**config.mk**
```make
export PLATFORM = sky130hd
export DESIGN_NAME = fsm_readback
export DESIGN_NICKNAME = d
export VERILOG_FILES = /design/src/fsm_pkg.sv /design/src/fsm_readback.sv
export SDC_FILE = /design/constraint.sdc
export NUM_CORES = 1
export LEC_CHECK = 0
export ABC_AREA = 1
export BUFFER_PORTS_ARGS = -buffer_cell sky130_fd_sc_hd__buf_4
export CAP_MARGIN = 5
export CORE_MARGIN = 2
export CORE_UTILIZATION = 40
export CTS_CLUSTER_SIZE = 30
export DETAILED_ROUTE_END_ITERATION = 16
export SETUP_SLACK_MARGIN = 0.3
export SLEW_MARGIN = 10
export SYNTH_ARGS = -nofsm -noshare
export SYNTH_HDL_FRONTEND = slang
export SYNTH_SLANG_ARGS = --single-unit
```
**constraint.sdc**
```tcl
create_clock -name clk -period 6.35 [get_ports clk]
set_input_delay 0.3175 -clock clk [delete_from_list [all_inputs] [get_ports clk]]
set_output_delay 0.3175 -clock clk [all_outputs]
set_load 0.005 [all_outputs]
```
**src/fsm_pkg.sv**
```systemverilog
// What this block does
// - Address 0xEB selects rate and pin register
// - Bits 3..0 return general pin input levels
// - Bits 7..4 carry measured rate code
// - Bits 15..8 carry raw period count
// - Count reference cycles per sample period
// - Measurement valid only at 24 kHz up
// - Capture first 48 bits; address 0xEC
// - Channel status shifted out LSB first
// - Capture frozen while 0xEC is selected
// - Capture keeps standard channel status bit layout
// - Rate update flag set, cleared on read
// - Renewed flag set on change, cleared on read
package fsm_pkg;

  // ==========================================================================
  // Addresses and field layout.
  localparam logic [7:0] FSM_ADDR_RATE   = 8'hEB;
  localparam logic [7:0] FSM_ADDR_CHSTAT = 8'hEC;
  localparam int         FSM_GPIN_LSB    = 0;
  localparam int         FSM_CODE_LSB    = 4;
  localparam int         FSM_COUNT_LSB   = 8;
  localparam int         FSM_RATE_BITS   = 16;
  localparam int         FSM_CS_BITS     = 48;

  // ==========================================================================
  // Reference clock made from the system clock, in kHz.
  localparam int         FSM_CLK_KHZ     = 10000;
  localparam int         FSM_REF_KHZ     = 6144;
  localparam logic [7:0] FSM_COUNT_MAX   = 8'hFF;

  // ==========================================================================
  // Rate codes.
  localparam logic [3:0] FSM_CODE_NONE  = 4'h0;
  localparam logic [3:0] FSM_CODE_16K   = 4'h4;
  localparam logic [3:0] FSM_CODE_22K05 = 4'h5;
  localparam logic [3:0] FSM_CODE_24K   = 4'h6;
  localparam logic [3:0] FSM_CODE_32K   = 4'h7;
  localparam logic [3:0] FSM_CODE_44K1  = 4'h8;
  localparam logic [3:0] FSM_CODE_48K   = 4'h9;
  localparam logic [3:0] FSM_CODE_64K   = 4'hA;
  localparam logic [3:0] FSM_CODE_88K2  = 4'hB;
  localparam logic [3:0] FSM_CODE_96K   = 4'hC;
  localparam logic [3:0] FSM_CODE_128K  = 4'hD;
  localparam logic [3:0] FSM_CODE_176K4 = 4'hE;
  localparam logic [3:0] FSM_CODE_192K  = 4'hF;

  // Count windows follow the accepted frequency bands; an overflowed count
  // lies below 24 kHz and cannot be classified, so it reads as out of range.
  function automatic logic [3:0] fsm_code_of(input logic [7:0] cnt, input logic ovf);
    logic [3:0] c;
    c = FSM_CODE_NONE;
    if (!ovf) begin
      if (cnt >= 8'hF7) c = FSM_CODE_24K;
      else if (cnt >= 8'hB9 && cnt <= 8'hC7) c = FSM_CODE_32K;
      else if (cnt >= 8'h87 && cnt <= 8'h90) c = FSM_CODE_44K1;
      else if (cnt >= 8'h7C && cnt <= 8'h84) c = FSM_CODE_48K;
      else if (cnt >= 8'h5D && cnt <= 8'h63) c = FSM_CODE_64K;
      else if (cnt >= 8'h43 && cnt <= 8'h47) c = FSM_CODE_88K2;
      else if (cnt >= 8'h3E && cnt <= 8'h41) c = FSM_CODE_96K;
      else if (cnt >= 8'h2F && cnt <= 8'h31) c = FSM_CODE_128K;
      else if (cnt >= 8'h22 && cnt <= 8'h23) c = FSM_CODE_176K4;
      else if (cnt == 8'h20) c = FSM_CODE_192K;
    end
    return c;
  endfunction : fsm_code_of

endpackage : fsm_pkg

```
**src/fsm_readback.sv**
```systemverilog
module fsm_readback
  import fsm_pkg::*;
#(
  parameter int GPIN_N = 4
) (
  input  wire logic              clk,
  input  wire logic              nrst,
  input  wire logic [GPIN_N-1:0] gpin_level,
  input  wire logic [GPIN_N-1:0] gpin_is_input,
  input  wire logic              sample_clk,
  input  wire logic              cs_bit,
  input  wire logic              cs_bit_valid,
  input  wire logic              cs_block_start,
  input  wire logic              flag_read_ack,
  input  wire logic              scb_clk,
  input  wire logic              scb_ce,
  input  wire logic              scb_di,
  output logic                   scb_do,
  output logic                   scb_do_oe,
  output logic                   rate_update_flag,
  output logic                   chstat_renewed_flag
);

  // ==========================================================================
  // Reset release and pin synchronisers.
  logic [1:0]        rst_sync_ff;
  logic              rst_n;
  logic [GPIN_N-1:0] gp_meta_ff;
  logic [GPIN_N-1:0] gp_ff;
  logic [3:0]        pin_meta_ff;
  logic [3:0]        pin_ff;
  logic [3:0]        pin_prev_ff;

  always_ff @(posedge clk or negedge nrst) begin
    if (!nrst) begin
      rst_sync_ff <= 2'h0;
    end else begin
      rst_sync_ff <= {rst_sync_ff[0], 1'b1};
    end
  end
  assign rst_n = rst_sync_ff[1];

  // Bit order of the pin group: sample clock, bus clock, enable, data.
  always_ff @(posedge clk or negedge rst_n) begin
    if (!rst_n) begin
      gp_meta_ff  <= '0;
      gp_ff       <= '0;
      pin_meta_ff <= 4'h0;
      pin_ff      <= 4'h0;
      pin_prev_ff <= 4'h0;
    end else begin
      gp_meta_ff  <= gpin_level;
      gp_ff       <= gp_meta_ff;
      pin_meta_ff <= {sample_clk, scb_clk, scb_ce, scb_di};
      pin_ff      <= pin_meta_ff;
      pin_prev_ff <= pin_ff;
    end
  end

  logic fs_rise;
  logic sck_rise;
  logic sck_fall;
  logic ce_rise;
  logic ce_fall;
  assign fs_rise  = pin_ff[3] & ~pin_prev_ff[3];
  assign sck_rise = pin_ff[2] & ~pin_prev_ff[2];
  assign sck_fall = ~pin_ff[2] & pin_prev_ff[2];
  assign ce_rise  = pin_ff[1] & ~pin_prev_ff[1];
  assign ce_fall  = ~pin_ff[1] & pin_prev_ff[1];

  // ==========================================================================
  // Reference tick: a phase accumulator yields 6144 ticks per 10000 clocks.
  logic [13:0] ref_acc_ff;
  logic [14:0] ref_sum;
  logic        ref_tick;
  assign ref_sum  = {1'b0, ref_acc_ff} + 15'(FSM_REF_KHZ);
  assign ref_tick = (ref_sum >= 15'(FSM_CLK_KHZ));

  always_ff @(posedge clk or negedge rst_n) begin
    if (!rst_n) begin
      ref_acc_ff <= 14'h0000;
    end else if (ref_tick) begin
      ref_acc_ff <= 14'(ref_sum - 15'(FSM_CLK_KHZ));
    end else begin
      ref_acc_ff <= ref_sum[13:0];
    end
  end

  // ==========================================================================
  // Period measurement between sample clock rising edges.
  logic       fs_seen_ff;
  logic [7:0] per_cnt_ff;
  logic       per_ovf_ff;
  logic [7:0] rate_count_ff;
  logic [3:0] rate_code_ff;

  always_ff @(posedge clk or negedge rst_n) begin
    if (!rst_n) begin
      fs_seen_ff    <= 1'b0;
      per_cnt_ff    <= 8'h00;
      per_ovf_ff    <= 1'b0;
      rate_count_ff <= 8'h00;
      rate_code_ff  <= FSM_CODE_NONE;
    end else if (fs_rise) begin
      fs_seen_ff <= 1'b1;
      per_cnt_ff <= ref_tick ? 8'h01 : 8'h00;
      per_ovf_ff <= 1'b0;
      if (fs_seen_ff) begin
        rate_count_ff <= per_cnt_ff;
        rate_code_ff  <= fsm_code_of(per_cnt_ff, per_ovf_ff);
      end
    end else if (ref_tick) begin
      if (per_cnt_ff == FSM_COUNT_MAX) begin
        per_ovf_ff <= 1'b1;
      end else begin
        per_cnt_ff <= per_cnt_ff + 8'h01;
      end
    end
  end

  // ==========================================================================
  // Channel status capture.
  logic [FSM_CS_BITS-1:0] cs_shift_ff;
  logic [5:0]             cs_idx_ff;
  logic                   cs_run_ff;
  logic [FSM_CS_BITS-1:0] cs_cap_ff;
  logic [FSM_CS_BITS-1:0] nxt_cs;
  logic                   cs_done;
  logic                   chstat_sel_ff;

  always_comb begin
    nxt_cs = cs_shift_ff;
    nxt_cs[cs_idx_ff] = cs_bit;
  end
  assign cs_done = cs_bit_valid & cs_run_ff & (cs_idx_ff == 6'(FSM_CS_BITS - 1));

  always_ff @(posedge clk or negedge rst_n) begin
    if (!rst_n) begin
      cs_shift_ff <= '0;
      cs_idx_ff   <= 6'h00;
      cs_run_ff   <= 1'b0;
    end else if (cs_bit_valid) begin
      if (cs_block_start) begin
        cs_shift_ff    <= '0;
        cs_shift_ff[0] <= cs_bit;
        cs_idx_ff      <= 6'h01;
        cs_run_ff      <= 1'b1;
      end else if (cs_run_ff) begin
        cs_shift_ff <= nxt_cs;
        cs_idx_ff   <= cs_idx_ff + 6'h01;
        cs_run_ff   <= ~cs_done;
      end
    end
  end

  always_ff @(posedge clk or negedge rst_n) begin
    if (!rst_n) begin
      cs_cap_ff <= '0;
    end else if (cs_done && !chstat_sel_ff) begin
      cs_cap_ff <= nxt_cs;
    end
  end

  // ==========================================================================
  // Event flags; a new event wins over a read acknowledge in the same cycle.
  logic rate_evt;
  logic cs_evt;
  assign rate_evt = fs_rise & fs_seen_ff;
  assign cs_evt   = cs_done & ~chstat_sel_ff & (nxt_cs != cs_cap_ff);

  always_ff @(posedge clk or negedge rst_n) begin
    if (!rst_n) begin
      rate_update_flag <= 1'b0;
    end else if (rate_evt) begin
      rate_update_flag <= 1'b1;
    end else if (flag_read_ack) begin
      rate_update_flag <= 1'b0;
    end
  end

  always_ff @(posedge clk or negedge rst_n) begin
    if (!rst_n) begin
      chstat_renewed_flag <= 1'b0;
    end else if (cs_evt) begin
      chstat_renewed_flag <= 1'b1;
    end else if (flag_read_ack) begin
      chstat_renewed_flag <= 1'b0;
    end
  end

  // ==========================================================================
  // Serial control bus: address in while enable is low, data out while high.
  logic [7:0]             addr_ff;
  logic [FSM_CS_BITS-1:0] out_sr_ff;
  logic [GPIN_N-1:0]      gp_read;
  logic [FSM_CS_BITS-1:0] rate_word;
  logic                   hit_rate;
  logic                   hit_cs;

  assign gp_read  = gp_ff & gpin_is_input;
  assign hit_rate = (addr_ff == FSM_ADDR_RATE);
  assign hit_cs   = (addr_ff == FSM_ADDR_CHSTAT);

  always_comb begin
    rate_word = '0;
    rate_word[FSM_GPIN_LSB +: GPIN_N] = gp_read;
    rate_word[FSM_CODE_LSB +: 4]      = rate_code_ff;
    rate_word[FSM_COUNT_LSB +: 8]     = rate_count_ff;
  end

  always_ff @(posedge clk or negedge rst_n) begin
    if (!rst_n) begin
      addr_ff <= 8'h00;
    end else if (sck_rise && !pin_ff[1]) begin
      addr_ff <= {pin_ff[0], addr_ff[7:1]};
    end
  end

  always_ff @(posedge clk or negedge rst_n) begin
    if (!rst_n) begin
      chstat_sel_ff <= 1'b0;
    end else if (ce_rise) begin
      chstat_sel_ff <= hit_cs;
    end else if (ce_fall) begin
      chstat_sel_ff <= 1'b0;
    end
  end

  always_ff @(posedge clk or negedge rst_n) begin
    if (!rst_n) begin
      out_sr_ff <= '0;
    end else if (ce_rise) begin
      if (hit_cs) begin
        out_sr_ff <= cs_cap_ff;
      end else if (hit_rate) begin
        out_sr_ff <= rate_word;
      end else begin
        out_sr_ff <= '0;
      end
    end else if (sck_fall && pin_ff[1]) begin
      out_sr_ff <= {1'b0, out_sr_ff[FSM_CS_BITS-1:1]};
    end
  end

  always_ff @(posedge clk or negedge rst_n) begin
    if (!rst_n) begin
      scb_do_oe <= 1'b0;
    end else if (ce_rise) begin
      scb_do_oe <= hit_cs | hit_rate;
    end else if (ce_fall) begin
      scb_do_oe <= 1'b0;
    end
  end

  assign scb_do = out_sr_ff[0];

endmodule : fsm_readback

```
* Word level (Yosys, flattened, before mapping) *
Index checks and enable logic that the tools add are counted.

word-level totals
  flip-flop bits (word level) = 221
  input port bits = 18
  output and inout port bits = 4
  word-level logic and storage cells = 135

cells by class
  add/sub/neg operators = 4
  magnitude comparators = 20
  equality and inequality tests = 7
  multiplexer cells = 38
  bitwise operators = 19
  reduce and logical (&&, ||, !) cells = 25

operator list
  kind                                                             number
  2-to-1 mux 48 bit                                                5
  bitwise mux 48 bit                                               1
  inequality test 48 bit                                           1
  2-to-1 mux 4 bit                                                 11
  equality test 8 bit (second input constant)                      3
  >= comparator 8 x 6 -> 1 bit (second input constant)             3
  >= comparator 8 x 7 -> 1 bit (second input constant)             3
  >= comparator 8 bit (second input constant)                      3
  less-or-equal comparator 8 x 7 -> 1 bit (second input constant)  3
  less-or-equal comparator 8 bit (second input constant)           3
  2-to-1 mux 8 bit                                                 3
  less-or-equal comparator 8 x 6 -> 1 bit (second input constant)  2
  2-to-1 mux 16 bit                                                1
  adder 14 x 13 -> 15 bit (second input constant)                  1
  >= comparator 15 x 14 -> 1 bit (second input constant)           1
  2-to-1 mux 14 bit                                                1
  nonzero test 2 bit                                               7
  subtractor 14 bit (second input constant)                        1
  2-to-1 mux 1 bit                                                 13
  logical AND 1 bit                                                12
  2-to-1 mux 6 bit                                                 2
  AND 1 bit                                                        10
  adder 8 x 1 -> 8 bit (second input constant)                     1
  equality test 8 x 6 -> 1 bit (second input constant)             1
  other kinds (11)                                                 21

* Longest topological paths before layout *
  depth in word-level cells = 12
  depth in mapped cells = 17
  depth with buffers taken out = 16

* Least setup slack after synthesis *
OpenSTA, ideal clock, no wires.

  kind = reg-to-reg
  start = register pin_prev_ff[1]
  end = register out_sr_ff[14]
  setup time = 87 ps
  arrival time = 1655 ps
  data required time = 6263 ps
  slack = 4608 ps
  stages on the path, launching flop included = 11
  path buffers = 2
  period minus slack after synthesis = 1742 ps
  cells stage by stage = dfrtp_1 -> inv_1 -> ha_1 -> clkbuf_1 -> inv_1 -> nor2_2 -> clkinv_1 -> buf_2 -> o22ai_1 -> nand2_1 -> o211ai_1

between the ends
  cells in the longest elaborated chain, start to end = 3
  elaborated cells on any way between the ends = 4
  those cells by class = 1 x mux; 2 x bitwise; 1 x reduce/logical

ends and longest elaborated chain
  what                                                     RTL line             text
  start, declared                                          fsm_readback.sv:32   logic [3:0] pin_prev_ff;
  start signal, assigned                                   fsm_readback.sv:56   pin_prev_ff <= pin_ff;
  inverter 1 bit (*)                                       fsm_readback.sv:68   assign ce_rise = pin_ff[1] & ~pin_prev_ff[1];
  AND 1 bit (*)                                            fsm_readback.sv:68
  2-to-1 mux 48 bit or nonzero test 2 bit (tied branches)  -
  end signal, assigned                                     fsm_readback.sv:234  out_sr_ff <= cs_cap_ff;
  end signal, assigned                                     fsm_readback.sv:236  out_sr_ff <= rate_word;
  end signal, assigned                                     fsm_readback.sv:241  out_sr_ff <= {1'b0, out_sr_ff[FSM_CS_BITS-1:1]};
  end, declared                                            fsm_readback.sv:194  logic [FSM_CS_BITS-1:0] out_sr_ff;

Mark *: on every way between the ends. The rest lies on a longest branch, timed or not.
A chain may end at the register's enable or synchronous reset.

* Worst setup path in the final report *
  start = register pin_prev_ff[1]
  end = register out_sr_ff[16]

Same word-level chain as after synthesis.

==> results.py <==
metrics = {
    "run_status": {
        "status": "finished clean",
    },
    "clock_network": {
        "ctsHtreeMaxLevel": 1,
        "clkSinkCount": 216,
        "cts_resized": 0,
        "cts_hold_buf": 9,
        "clockBufferDepth": 3,
        "clock_latency_ns": 0.52,
        "cts_buffers": 25,
        "postCtsSetupBuffers": 0,
        "cts_tree": "done",
        "cts-root-buf": "clkbuf_16",
        "path_clk_slew_ns": 0.06,
    },
    "routing": {
        "drc": 0,
        "antenna_left": 0,
        "drt_iter0_markers": 792,
        "wl_met2_mm": 13.81,
        "firstDrtPassIters": 5,
        "viasPerCell": 5.213,
        "vias": 9665,
        "dr.max_layer_used": "met4",
        "wire_per_inst_um": 16.33,
        "route.layer.met1.wl_mm": 13.25,
        "met3_length_mm": 1.755,
        "wl_mm": 30.28,
    },
    "setup_path": {
        "path_cells": "inv_1, ha_1, inv_1, buf_4, nand2_2, inv_1, a22oi_1",
        "critPathLaunchType": "flip-flop",
        "crit_path_max_incr_delay_ns": 0.88,
        "endpoint_kind": "flip-flop",
        "cp_common_cell": "inv_1",
        "path_buf_inv": 4,
        "path_delay_family": "adder cells",
        "slowest_stage": "ha_1",
        "crit_type": "reg -> reg",
        "worstPathMaxFanout": 62,
        "arrival_ns": 3.47,
        "required_ns": 6.78,
    },
    "grt": {
        "grt_overflow": 0,
        "grt_max_degree": 114,
        "first_global_vias": 9134,
        "antenna_found_initial": 0,
        "grt_use_total_pct": 21.23,
        "grt_pass1_wl_mm": 49.40,
    },
    "yosys": {
        "yosysUniqueCellTypes": 43,
        "synth_area_leaders": "dfrtp_1 (48%), nand2_1 (14%), nand3_1 (6.3%), inv_1 (5.7%), o21ai_0 (5.4%)",
        "ys.flop_type": "dfrtp_1",
        "yosys.area.top_type": "dfrtp_1",
        "ys_seq_elements": 216,
        "syn_area_um2": 11230,
        "synth_edf_count": 0,
        "yosys_warnings": 0,
        "ys_seq_area_share_pct": 48.15,
        "avgSynthCellArea_um2": 7.678,
        "synth_top_area_share_pct": 48.15,
        "netlist_top_cells_count": "nand2_1 (413), dfrtp_1 (216), inv_1 (170), nand3_1 (142), o21ai_0 (121)",
        "async_flop_share_pct": 100.0,
        "synth_most_common_cell": "nand2_1",
        "synth_cells": 1462,
        "syn-num-nets": 1490,
    },
    "layout": {
        "num_antenna_cells": 0,
        "layout.nets": 1486,
        "n_fill_cell": 2755,
        "layout-drive-gt1-share_pct": 7.317,
        "final_cell_area_um2": 12540,
        "syn2layout_area_growth_pct": 11.71,
    },
    "sta": {
        "tns_ns": 0,
        "min_period_ns": 3.037,
        "rsz0062_at_grt": "no",
        "max_freq_mhz": 329.2,
        "layout_worst_path_cycle_share_pct": 47.83,
        "setup_viol": 0,
        "skew_ns": 0.01589,
        "worst_pin_slew_ns": 1.126,
        "slew_headroom_pct": 24.64,
        "hold_viol": 0,
        "report.final.slew_viol_count": 0,
    },
    "die": {
        "initial_utilization_pct": 40.52,
        "die_height_um": 171.5,
        "ios": 22,
        "dieArea_um2": 29420,
        "rows": 61,
        "coreArea_um2": 27710,
        "die_w_um": 171.5,
    },
    "power": {
        "switching_power_uw": 909.7,
        "p_sw_share_pct": 26.66,
        "comb_power_share_pct": 11.2,
        "p_clk_share_pct": 44.2,
        "powerDensity_nw_per_um2": 272.0,
        "internal_power_mw": 2.502,
        "seqPwrFrac_pct": 44.7,
        "p_leak_nw": 5.601,
        "peakVddDrop_v": 0.0001808,
    },
    "placement": {
        "hpwl_mm": 20.30,
        "io_buffer_count": 21,
        "place.gp.congestion": 0.8706,
        "place_area_um2": 11600,
    },
    "flow_run": {
        "drv_cap": 0,
    },
    "hold_path": {
        "hp-class": "in -> reg",
    },
}
==> final cells by class <==
cell class                      count  area [µm²]  share of cell area [%]
Clock buffer                       35       703.2                   5.607
Clock inverter                     10       150.1                   1.197
Inverter                          182       685.7                   5.467
Multi-Input combinational cell    994        4792                   38.21
Sequential cell                   216        5409                   43.13
Tap cell                          378       473.0                   3.771
Timing Repair Buffer               39       327.8                   2.614
==> power groups by stage <==
stage | combinational [mW] | sequential, mW | clock [mW]
2_1_floorplan | 0.276 | 1.53 | 0
3_3_place_gp | 0.371 | 1.55 | 0
3_5_place_dp | 0.376 | 1.55 | 0
4_1_cts | 0.382 | 1.52 | 1.54
5_1_grt | 0.432 | 1.54 | 1.60
6_report | 0.381 | 1.52 | 1.51
==> tightest hold or removal path, delay by kind of cell <==
family,cells,cell delay (ns)
buffers and inverters,1,0.09
and+or+nand+nor,2,0.12
==> layout by cell type (no fill, tap or decap), drive strengths merged, types with 2 or more instances in the layout <==
cell type,instances
o21ai,128
inv,181
o22ai,63
a31oi,3
o2111ai,3
o221ai,3
nand3,150
clkbuf,35
dlygate4sd3,9
buf,30
nor4,5
nand4,6
nand3b,5
clkinv,7
a21oi,44
nor3,13
o31ai,6
a22oi,2
dfrtp,216
nor2,97
xnor2,5
xor2,11
bufinv,4
o211ai,16
ha,10
nand2,418
==> cells by family after synthesis <==
group | share of synthesized area, %
buffers and inverters | 9.206
adder cells (fa/ha/maj) | 1.115
AND/OR/NAND/NOR | 26.50
AO/OA/AOI/OAI | 13.74
flip-flops | 48.15
XOR/XNOR | 1.248
other | 0.03341
==> metal layers <==
metal,GRT usage (%),up-vias
met4,9.433,0
met2,33.75,262
li1,-,4769
met1,28.77,4557
met5,0,-
met3,3.152,77
==> per-stage QoR <==
step / power, mW / setup slack, ns / utilization (%) / hold WS, ns / std cells
after floorplan: 1.808 / 2.796 / - / 0.02191 / 1462
final: 3.412 / 3.313 / 45.26 / 0.04179 / 1854
after detailed placement: 1.923 / 3.315 / 41.86 / 0.1016 / 1800
after CTS: 3.444 / 3.297 / 45.26 / 0.02173 / 1854
after global placement: 1.919 / 3.295 / 41.86 / 0.1009 / 1800
after global routing: 3.569 / 2.987 / 45.26 / 0.04985 / 1854
==> path summary, 6_finish.rpt <==
check	startpoint	end	slack, ns	depth (start not counted)
min in group asynchronous	nrst	rst_sync_ff[1]	0.11	2
max in group asynchronous	rst_sync_ff[1]	gp_ff[2]	4.87	1
worst min register to register	rst_sync_ff[1]	ref_acc_ff[9]	0.34	0
worst max-delay path	pin_prev_ff[1]	out_sr_ff[16]	3.31	7
worst min-delay path	cs_block_start	cs_run_ff	0.04	3
worst max register to register	pin_prev_ff[1]	out_sr_ff[16]	3.31	7
==> state kept, by name, summed over array words and instances (netlist names), 4 cells and up <==
name / cells
cs_cap_ff: 48
cs_shift_ff: 48
out_sr_ff: 48
ref_acc_ff: 10
addr_ff: 8
per_cnt_ff: 8
rate_count_ff: 8
cs_idx_ff: 6
gp_ff: 4
gp_meta_ff: 4
pin_ff: 4
pin_meta_ff: 4
rate_code_ff: 4
Note: power is estimated with default switching activity, not from simulation.
